**config.mk**
```make
export PLATFORM = sky130hd
export DESIGN_NAME = sfep_core
export DESIGN_NICKNAME = d
export VERILOG_FILES = /design/src/verilog/sfep_sync.v /design/src/verilog/sfep_timer.v /design/src/verilog/sfep_core.v
export VERILOG_INCLUDE_DIRS = /design/src /design/src/verilog
export SDC_FILE = /design/constraint.sdc
export NUM_CORES = 2
export LEC_CHECK = 0
export BUFFER_PORTS_ARGS = -buffer_cell sky130_fd_sc_hd__buf_2
export CAP_MARGIN = 0
export CORE_MARGIN = 2
export CORE_UTILIZATION = 60
export DETAILED_ROUTE_END_ITERATION = 8
export PLACE_DENSITY = 0.76
export SLEW_MARGIN = 20
export SYNTH_ARGS = -nofsm -noshare
export SYNTH_HDL_FRONTEND = slang
export SYNTH_MEMORY_MAX_BITS = 65536
export SYNTH_SLANG_ARGS = --single-unit
```
**constraint.sdc**
```tcl
create_clock -name clock -period 11.31 [get_ports clock]
set_input_delay 1.6965 -clock clock [delete_from_list [all_inputs] [get_ports clock]]
set_output_delay 1.6965 -clock clock [all_outputs]
set_load 0.005 [all_outputs]
```
**src/verilog/sfep_consts.vh**
```
// Constants shared by the serial flash erase, program and protection sequencer
`ifndef SFEP_CONSTS_VH
`define SFEP_CONSTS_VH
// ==========================================
// Opcodes and sequence bytes
`define SFEP_OP_SECT_ERASE 8'h7C
`define SFEP_OP_PROG_BUF1 8'h82
`define SFEP_OP_PROG_BUF2 8'h85
`define SFEP_OP_CHIP_ERASE 8'hC7
`define SFEP_OP_PROT_SEQ 8'h3D
`define SFEP_CE_BYTE1 8'h94
`define SFEP_CE_BYTE2 8'h80
`define SFEP_CE_BYTE3 8'h9A
`define SFEP_PS_BYTE1 8'h2A
`define SFEP_PS_BYTE2 8'h7F
`define SFEP_PS_ENABLE 8'hA9
`define SFEP_PS_DISABLE 8'h9A
// ==========================================
// Geometry and protection map
`define SFEP_NUM_SECT 16
`define SFEP_NUM_SLOT 17
`define SFEP_MAP_PROT 8'hFF
`define SFEP_PAGE_264 9'h108
`define SFEP_PAGE_256 9'h100
`define SFEP_BUF_WORDS 528
`define SFEP_CMD_BYTES 3'h4
`define SFEP_LAST_BIT 3'h7
// ==========================================
// Operation kinds driven to the array
`define SFEP_KIND_NONE 2'h0
`define SFEP_KIND_SECT 2'h1
`define SFEP_KIND_CHIP 2'h2
`define SFEP_KIND_PROG 2'h3
// ==========================================
// Timing: clock rate and self-timed durations in microseconds
`define SFEP_CLK_MHZ 20
`define SFEP_T_SECT_US 100000
`define SFEP_T_CHIP_US 1000000
`define SFEP_T_PROG_US 40000
`endif

```
**src/verilog/sfep_sync.v**
```verilog
// Three-stage input synchroniser with agreement filter
`timescale 1ns/1ps
`default_nettype none
module sfep_sync #(
  parameter RST_VAL = 1'b0
) (
  input wire clock,
  input wire nrst,
  input wire din,
  output reg dout
);
  reg s1_ff;
  reg s2_ff;
  reg s3_ff;
  // ==========================================
  // Sampling chain
  // Only s2 feeds s3; the filter compares the two settled stages
  always @(posedge clock or negedge nrst) begin
    if (!nrst) begin
      s1_ff <= RST_VAL;
      s2_ff <= RST_VAL;
      s3_ff <= RST_VAL;
      dout <= RST_VAL;
    end else begin
      s1_ff <= din;
      s2_ff <= s1_ff;
      s3_ff <= s2_ff;
      if (s2_ff == s3_ff) begin
        dout <= s3_ff;
      end
    end
  end
endmodule
`default_nettype wire

```
**src/verilog/sfep_timer.v**
```verilog
// Down counter timing the self-timed erase and program cycles
`timescale 1ns/1ps
`default_nettype none
module sfep_timer #(
  parameter WIDTH = 32
) (
  input wire clock,
  input wire nrst,
  input wire start,
  input wire [WIDTH-1:0] load,
  output reg done_ff
);
  reg [WIDTH-1:0] cnt_ff;
  reg run_ff;
  // ==========================================
  // Count
  always @(posedge clock or negedge nrst) begin
    if (!nrst) begin
      cnt_ff <= {WIDTH{1'b0}};
      run_ff <= 1'b0;
      done_ff <= 1'b0;
    end else begin
      done_ff <= 1'b0;
      if (start) begin
        cnt_ff <= load;
        run_ff <= 1'b1;
      end else if (run_ff) begin
        if (cnt_ff <= {{(WIDTH-1){1'b0}}, 1'b1}) begin
          run_ff <= 1'b0;
          done_ff <= 1'b1;
        end else begin
          cnt_ff <= cnt_ff - {{(WIDTH-1){1'b0}}, 1'b1};
        end
      end
    end
  end
endmodule
`default_nettype wire

```
**src/verilog/sfep_core.v**
```verilog
// Serial flash command decode, erase/program sequencing and sector protection
`timescale 1ns/1ps
`default_nettype none
`include "sfep_consts.vh"
module sfep_core #(
  parameter T_SECT_US = `SFEP_T_SECT_US,
  parameter T_CHIP_US = `SFEP_T_CHIP_US,
  parameter T_PROG_US = `SFEP_T_PROG_US
) (
  input wire clock,
  input wire nrst,
  input wire cs_n,
  input wire sck,
  input wire si,
  input wire wp_n,
  input wire page256,
  input wire [127:0] prot_map,
  input wire [16:0] lock_map,
  input wire rd_buf,
  input wire [8:0] rd_addr,
  output reg busy_ff,
  output reg prot_status_ff,
  output reg op_go_ff,
  output reg [1:0] op_kind_ff,
  output reg [11:0] op_page_ff,
  output reg op_buf_ff,
  output reg [16:0] op_mask_ff,
  output reg [7:0] rd_data_ff
);
  // ==========================================
  // Derived cycle counts
  localparam [31:0] SECT_CYC = T_SECT_US * `SFEP_CLK_MHZ;
  localparam [31:0] CHIP_CYC = T_CHIP_US * `SFEP_CLK_MHZ;
  localparam [31:0] PROG_CYC = T_PROG_US * `SFEP_CLK_MHZ;
  localparam ST_IDLE = 1'b0;
  localparam ST_BUSY = 1'b1;

  // ==========================================
  // Functions
  // Page number from the 24-bit address in either page mode
  function [11:0] page_of;
    input [23:0] a;
    input bin;
    begin
      if (bin) begin
        page_of = a[19:8];
      end else begin
        page_of = a[20:9];
      end
    end
  endfunction

  // Slot 0 is 0a, slot 1 is 0b, slots 2..16 are sectors 1..15
  function [4:0] sector_of;
    input [11:0] pg;
    begin
      if (pg[11:8] == 4'h0) begin
        sector_of = {4'h0, pg[3]};
      end else begin
        sector_of = {1'b0, pg[11:8]} + 5'h01;
      end
    end
  endfunction

  function [16:0] prot_mask;
    input [127:0] map;
    input [16:0] lck;
    input active;
    integer i;
    begin
      prot_mask[0] = &map[7:6];
      prot_mask[1] = &map[5:4];
      for (i = 1; i < `SFEP_NUM_SECT; i = i + 1) begin
        prot_mask[i+1] = (map[i*8 +: 8] == `SFEP_MAP_PROT);
      end
      prot_mask = (active ? prot_mask : 17'h0_0000) | lck;
    end
  endfunction

  function [9:0] buf_index;
    input sel;
    input [8:0] off;
    begin
      buf_index = (sel ? {1'b0, `SFEP_PAGE_264} : 10'h000) + {1'b0, off};
    end
  endfunction

  // ==========================================
  // Pin synchronisers
  wire cs_n_s;
  wire sck_s;
  wire si_s;
  wire wp_n_s;

  sfep_sync #(.RST_VAL(1'b1)) u_sync_cs (
    .clock(clock),
    .nrst(nrst),
    .din(cs_n),
    .dout(cs_n_s)
  );
  sfep_sync #(.RST_VAL(1'b0)) u_sync_sck (
    .clock(clock),
    .nrst(nrst),
    .din(sck),
    .dout(sck_s)
  );
  sfep_sync #(.RST_VAL(1'b0)) u_sync_si (
    .clock(clock),
    .nrst(nrst),
    .din(si),
    .dout(si_s)
  );
  // Pin is pulled high when left open, so idle is deasserted
  sfep_sync #(.RST_VAL(1'b1)) u_sync_wp (
    .clock(clock),
    .nrst(nrst),
    .din(wp_n),
    .dout(wp_n_s)
  );

  // ==========================================
  // Edges and serial shift
  reg sck_d_ff;
  reg cs_d_ff;
  reg [2:0] bit_cnt_ff;
  reg [6:0] shift_ff;
  reg [2:0] byte_cnt_ff;
  reg [7:0] opcode_ff;
  reg [23:0] addr_ff;
  reg seq_ok_ff;
  reg [8:0] buf_ptr_ff;
  reg [7:0] buf_mem [0:`SFEP_BUF_WORDS-1];
  reg state_ff;
  reg prot_en_ff;
  reg prot_wp_ff;
  reg tmr_start_ff;
  reg [31:0] tmr_load_ff;
  wire tmr_done;

  wire sck_rise = sck_s & ~sck_d_ff & ~cs_n_s;
  wire cs_rise = cs_n_s & ~cs_d_ff;
  wire byte_done = sck_rise & (bit_cnt_ff == `SFEP_LAST_BIT);
  wire [7:0] new_byte = {shift_ff, si_s};
  wire wp_asserted = ~wp_n_s;
  wire [8:0] buf_size = page256 ? `SFEP_PAGE_256 : `SFEP_PAGE_264;
  wire is_prog = (opcode_ff == `SFEP_OP_PROG_BUF1) | (opcode_ff == `SFEP_OP_PROG_BUF2);
  wire prog_sel = (opcode_ff == `SFEP_OP_PROG_BUF2);
  wire cmd_full = (byte_cnt_ff == `SFEP_CMD_BYTES);
  wire prot_active = prot_en_ff | prot_wp_ff;
  wire [11:0] cur_page = page_of(addr_ff, page256);
  wire [4:0] cur_sect = sector_of(cur_page);
  wire [16:0] cur_prot = prot_mask(prot_map, lock_map, prot_active);
  wire [16:0] cur_onehot = 17'h0_0001 << cur_sect;
  wire [23:0] addr_next = {addr_ff[15:0], new_byte};
  wire [8:0] start_off = page256 ? {1'b0, addr_next[7:0]} : addr_next[8:0];

  // Expected bytes 2 and 3 of four-byte sequences; byte 4 is checked at release
  wire [7:0] exp_byte = (opcode_ff == `SFEP_OP_CHIP_ERASE) ?
    ((byte_cnt_ff == 3'h1) ? `SFEP_CE_BYTE1 : `SFEP_CE_BYTE2) :
    ((byte_cnt_ff == 3'h1) ? `SFEP_PS_BYTE1 : `SFEP_PS_BYTE2);

  always @(posedge clock or negedge nrst) begin
    if (!nrst) begin
      sck_d_ff <= 1'b0;
      cs_d_ff <= 1'b1;
      bit_cnt_ff <= 3'h0;
      shift_ff <= 7'h00;
      byte_cnt_ff <= 3'h0;
      opcode_ff <= 8'h00;
      addr_ff <= 24'h00_0000;
      seq_ok_ff <= 1'b0;
      buf_ptr_ff <= 9'h000;
    end else begin
      sck_d_ff <= sck_s;
      cs_d_ff <= cs_n_s;
      if (cs_n_s) begin
        // Deselect drops any partial command
        bit_cnt_ff <= 3'h0;
        byte_cnt_ff <= 3'h0;
      end else if (sck_rise) begin
        bit_cnt_ff <= bit_cnt_ff + 3'h1;
        shift_ff <= new_byte[6:0];
        if (byte_done) begin
          if (byte_cnt_ff == 3'h0) begin
            opcode_ff <= new_byte;
            seq_ok_ff <= 1'b1;
          end else if (!cmd_full) begin
            addr_ff <= addr_next;
            if (byte_cnt_ff != 3'h3) begin
              seq_ok_ff <= seq_ok_ff & (new_byte == exp_byte);
            end else if (is_prog) begin
              buf_ptr_ff <= (start_off < buf_size) ? start_off : 9'h000;
            end
          end else if (is_prog && state_ff == ST_IDLE) begin
            // Data phase; wrap keeps the write inside the chosen buffer
            if (buf_ptr_ff + 9'h001 == buf_size) begin
              buf_ptr_ff <= 9'h000;
            end else begin
              buf_ptr_ff <= buf_ptr_ff + 9'h001;
            end
          end
          // Count stops at a full sequence; later bytes are dropped unless they are program data
          if (!cmd_full) begin
            byte_cnt_ff <= byte_cnt_ff + 3'h1;
          end
        end
      end
    end
  end

  // ==========================================
  // Buffer storage and read port
  // No reset on the data array: contents are undefined at power-up
  always @(posedge clock) begin
    if (byte_done && cmd_full && is_prog && state_ff == ST_IDLE) begin
      buf_mem[buf_index(prog_sel, buf_ptr_ff)] <= new_byte;
    end
  end

  always @(posedge clock or negedge nrst) begin
    if (!nrst) begin
      rd_data_ff <= 8'h00;
    end else if (rd_addr < `SFEP_PAGE_264) begin
      rd_data_ff <= buf_mem[buf_index(rd_buf, rd_addr)];
    end else begin
      rd_data_ff <= 8'h00;
    end
  end

  // ==========================================
  // Self-timed operation sequencer
  sfep_timer #(.WIDTH(32)) u_timer (
    .clock(clock),
    .nrst(nrst),
    .start(tmr_start_ff),
    .load(tmr_load_ff),
    .done_ff(tmr_done)
  );

  always @(posedge clock or negedge nrst) begin
    if (!nrst) begin
      state_ff <= ST_IDLE;
      busy_ff <= 1'b0;
      prot_en_ff <= 1'b0;
      prot_wp_ff <= 1'b0;
      prot_status_ff <= 1'b0;
      op_go_ff <= 1'b0;
      op_kind_ff <= `SFEP_KIND_NONE;
      op_page_ff <= 12'h000;
      op_buf_ff <= 1'b0;
      op_mask_ff <= 17'h0_0000;
      tmr_start_ff <= 1'b0;
      tmr_load_ff <= 32'h0000_0000;
    end else begin
      op_go_ff <= 1'b0;
      tmr_start_ff <= 1'b0;
      prot_status_ff <= prot_active;
      case (state_ff)
        ST_IDLE: begin
          // Pin protection is only resampled between operations
          prot_wp_ff <= wp_asserted;
          if (cs_rise && cmd_full) begin
            if (opcode_ff == `SFEP_OP_SECT_ERASE) begin
              if (!(|(cur_prot & cur_onehot))) begin
                state_ff <= ST_BUSY;
                busy_ff <= 1'b1;
                op_go_ff <= 1'b1;
                op_kind_ff <= `SFEP_KIND_SECT;
                op_page_ff <= cur_page;
                op_mask_ff <= cur_onehot;
                tmr_start_ff <= 1'b1;
                tmr_load_ff <= SECT_CYC;
              end
            end else if (is_prog) begin
              if (!(|(cur_prot & cur_onehot))) begin
                state_ff <= ST_BUSY;
                busy_ff <= 1'b1;
                op_go_ff <= 1'b1;
                op_kind_ff <= `SFEP_KIND_PROG;
                op_page_ff <= cur_page;
                op_buf_ff <= prog_sel;
                op_mask_ff <= cur_onehot;
                tmr_start_ff <= 1'b1;
                tmr_load_ff <= PROG_CYC;
              end
            end else if (opcode_ff == `SFEP_OP_CHIP_ERASE && seq_ok_ff &&
                         addr_ff[7:0] == `SFEP_CE_BYTE3) begin
              state_ff <= ST_BUSY;
              busy_ff <= 1'b1;
              op_go_ff <= 1'b1;
              op_kind_ff <= `SFEP_KIND_CHIP;
              op_page_ff <= 12'h000;
              op_mask_ff <= ~cur_prot;
              tmr_start_ff <= 1'b1;
              tmr_load_ff <= CHIP_CYC;
            end else if (opcode_ff == `SFEP_OP_PROT_SEQ && seq_ok_ff) begin
              if (addr_ff[7:0] == `SFEP_PS_ENABLE) begin
                prot_en_ff <= 1'b1;
              end else if (addr_ff[7:0] == `SFEP_PS_DISABLE && !wp_asserted) begin
                prot_en_ff <= 1'b0;
              end
            end
          end
        end
        ST_BUSY: begin
          // Busy holds until the timer reports the cycle finished
          if (tmr_done) begin
            state_ff <= ST_IDLE;
            busy_ff <= 1'b0;
            op_kind_ff <= `SFEP_KIND_NONE;
          end
        end
        default: begin
          state_ff <= ST_IDLE;
          busy_ff <= 1'b0;
        end
      endcase
    end
  end
endmodule
`default_nettype wire

```
==> metrics.txt <==
LEAKAGE=0.0614 uW; Met2 Routed Length=205,000 um; Synthesized Nets=8,882; first-pass GRT wire length=621,000 um; initial antenna violation count=22; Reg power frac=53.7%; synth unique cells=88; Buf+Inv Stages, Crit Path=3; fin. max-slew vios=0; largest net degree at the start of global routing=218; relative max-transition margin=2.64%; critical-path cell list=buf_8, buf_12, nand2b_4, buf_12, o221ai_1, o22ai_1, o21ai_0, nand4_1, o21ai_0, o211ai_1, nor4_1; Clk pin slew, worst setup/hold paths=0.06 ns; fillcell total=17.6k; P_int=28,000 uW; Comb power frac=9.3%; NetSw=9030 uW; # IOs=205; pwr/cell area=195 nW/um^2; Nets=9,147; Avg Vias per Cell=6.90; Worst EP required=12.18 ns; DIE HEIGHT=539 um; Fin. Hold Viols=0; Top delay family on crit path=compound AO/OA/AOI/OAI gates; Top FF cell, synth=edfxtp_1; vias in the first global route=89.7k; kind of critical path=input port to flip-flop; post-route antenna net violation count=0; total wire length=430,000 um; worst skew pair latency=0.98 ns; routed via count=90.5k; Residual DRC=0; DPL Wire Length=245,000 um; post-synthesis sequential area ratio=76.2%; setup TNS=0 ns; cts hold-fix bufs=0; worst-margin pin slew=1.46 ns; FF-to-FF setup slack=5.95 ns; post-route non-filler standard cell count=13.1k; CTS root buf=clkbuf_16; Global Route Usage Sum=29.4%; Worst Reg-to-Reg Cells=8; routed wire length per instance=32.8 um; Max Clock Freq=0.177 GHz; Hold Path Sink=u_sync_si.s2_ff; gpl congestion=0.904; Max Cap Violations=0; Critical Path Fanout Max=106; Rows=196; Hold Path Stages=0; CP max stage delay=0.88 ns; Avg Cell Area, Syn=19.7 sq um; drt first pass iters=6; Critical R2R Launch=sck_d_ff; VDD IR max=0.000250 V; Mapped Area=172,000 sq um; Final Critical Period=5.66 ns; status=finished clean; crit path DAT=6.53 ns; CTS tree=done; Syn Inst Count=8,698; asr flop ratio synth=3.58%; met3 routed WL=51,500 um; Hold WS=0.352 ns; CP Launch Type=input port; I/O Buffers=200; final critical-path share of the clock period=50.1%; # placed instances=12.3k; min-delay worst type=flip-flop to flip-flop; leading area contributor after synthesis=edfxtp_1; die area=290,000 sq um; placeable core region=285,000 sq um; setup bufs post-CTS=0; drt initial violations=13.5k; Clock power frac=37.0%; met1 wire length=152,000 um; Layout Utilization=66.7%; synth top area cells=edfxtp_1 74%, mux4_2 11%, mux2i_1 3.8%, dfrtp_1 2.2%, nor2_1 1.5%; Min-Delay Startpoint=u_sync_si.s1_ff; clock sinks=4,381; PostCTS Resize Cnt=0; crit end category=flip-flop; TritonCTS Buffers=416; R2R Path End=buf_mem[193][2]; top cell type's share of synthesized area=73.9%; RSZ-0062 raised after global routing=false; number of synthesized flops with an enable pin=4,224; register bit count reported by yosys=4,381; Ys Warns=0; layout cells sized above 1=20.3%; Net Sw Frac=24.4%; gr ovfl total=0; # setup viols final=0; die width=539 um; clock skew=0.0558 ns; CTS Buffer Depth=4; H-tree depth=5; Area Overhead vs Synth=10.7%; slowest stage cell, crit path=o21ai_0; effective utilization at floorplan=60.2%; DR top layer=met5
-- synth_stat cells, types with 15 or more instances --
| cell | number |
|---|---|
| xor2_1 | 18 |
| nand3_1 | 22 |
| o21ai_0 | 139 |
| ha_1 | 22 |
| or3_1 | 15 |
| mux2i_1 | 658 |
| xnor2_1 | 20 |
| or4_1 | 19 |
| buf_1 | 55 |
| clkbuf_1 | 275 |
| a22o_1 | 40 |
| nor3_1 | 66 |
| mux4_2 | 801 |
| inv_1 | 38 |
| nor2_1 | 676 |
| a221o_1 | 20 |
| mux2_2 | 40 |
| a22oi_1 | 73 |
| nand4_1 | 43 |
| buf_4 | 98 |
| o22ai_1 | 223 |
| o221ai_1 | 244 |
| buf_6 | 17 |
| edfxtp_1 | 4224 |
| nand2_1 | 148 |
| a21oi_1 | 210 |
| a221oi_1 | 18 |
| nor4_1 | 37 |
| dfrtp_1 | 148 |
| buf_2 | 81 |
-- how the worst max path moves through the flow --
stage / start / end / slack (ns) / depth (start not counted)
after global placement: rd_addr[0] / rd_data_ff[5] / 4.86 / 10
after detailed placement: rd_addr[0] / rd_data_ff[5] / 4.83 / 10
final: rd_addr[1] / rd_data_ff[6] / 5.65 / 11
after CTS: rd_addr[0] / rd_data_ff[3] / 5.79 / 10
after global routing: rd_addr[0] / rd_data_ff[3] / 5.56 / 10
after floorplan: shift_ff[5] / buf_ptr_ff[1] / 3.27 / 5
-- area by class of cell --
cell class	instances	area [sq um]	area share [%]
antenna	25	62.6	0.0329
clock buffer	534	11100	5.82
clock inverter	243	2290	1.20
inverter	41	161	0.0849
multi-input combinational	3750	38400	20.2
sequential	4381	131000	68.8
tap	3762	4710	2.48
timing repair buffer	373	2580	1.36
-- worst reg2reg max path: stages (launching register included) --
cell and delay [ns]:
dfrtp_1 0.35, nand2b_1 0.23, nor2_1 0.66, nand2_1 0.26, nor4_1 0.72, and2_1 0.71, nand2_2 0.76, buf_4 0.52
nor2_1 0.74
-- logic make-up (layout without fill, tap and decap cells) --
logic type	after synthesis	count (layout)	synth area share, %
AOI/OAI and AO/OA	1082	1082	4.39
xor gates and xnor gates	38	38	0.194
adders and majority gates	26	26	0.184
buffers and inverters	567	1191	1.59
DFF	4381	4381	76.2
muxes	1500	1500	14.6
other	0	25	0
and+or+nand+nor	1104	1104	2.84
-- through the flow --
stage               total power (uW)  setup slack (ns)  cell area (sq um)
floorplan                      22800              3.27             172000
global placement               23400              4.86             177000
detailed placement             23600              4.83             177000
CTS                            37000              5.79             190000
global route                   37800              5.56             190000
finish                         37000              5.65             190000
-- layer usage --
layer	GRT usage, %	vias to the layer above
li1	-	36600
met1	40.1	46500
met2	45.7	6231
met3	6.66	1061
met4	14.0	14
met5	0	-
-- state kept, by name, indices dropped and copies added (netlist names), 2 cells and up --
| name | count |
|---|---|
| addr_ff | 21 |
| bit_cnt_ff | 3 |
| buf_mem | 4224 |
| buf_ptr_ff | 9 |
| byte_cnt_ff | 3 |
| op_kind_ff | 2 |
| op_mask_ff | 17 |
| op_page_ff | 12 |
| opcode_ff | 8 |
| rd_data_ff | 8 |
| shift_ff | 7 |
| tmr_load_ff | 7 |
| u_timer.cnt_ff | 32 |
-- placed cells by master, fill, tap and decap left out, types with 20 or more instances in the layout --
| cell type | Yosys | layout |
|---|---|---|
| a21oi_1 | 210 | 210 |
| a221o_1 | 20 | 20 |
| a22o_1 | 40 | 40 |
| a22oi_1 | 73 | 73 |
| buf_2 | 81 | 196 |
| buf_4 | 98 | 152 |
| bufinv_16 | 0 | 30 |
| clkbuf_1 | 275 | 102 |
| clkbuf_16 | 0 | 420 |
| clkinv_1 | 1 | 87 |
| clkinv_2 | 0 | 86 |
| dfrtp_1 | 148 | 140 |
| diode_2 | 0 | 25 |
| edfxtp_1 | 4224 | 4224 |
| ha_1 | 22 | 21 |
| inv_1 | 38 | 36 |
| mux2_2 | 40 | 40 |
| mux2i_1 | 658 | 658 |
| mux4_2 | 801 | 801 |
| nand2_1 | 148 | 115 |
| nand2_2 | 0 | 29 |
| nand3_1 | 22 | 22 |
| nand4_1 | 43 | 43 |
| nor2_1 | 676 | 671 |
| nor3_1 | 66 | 63 |
| nor4_1 | 37 | 36 |
| o21ai_0 | 139 | 139 |
| o221ai_1 | 244 | 244 |
| o22ai_1 | 223 | 223 |
-- power groups by stage --
stage / clock [uW] / combinational (uW) / sequential [uW]
detailed placement: 0 / 3370 / 20200
CTS: 13700 / 3380 / 19900
floorplan: 0 / 968 / 21900
global route: 14400 / 3610 / 19900
global placement: 0 / 3160 / 20200
finish: 13700 / 3440 / 19900
(Power assumes the default switching activity.)
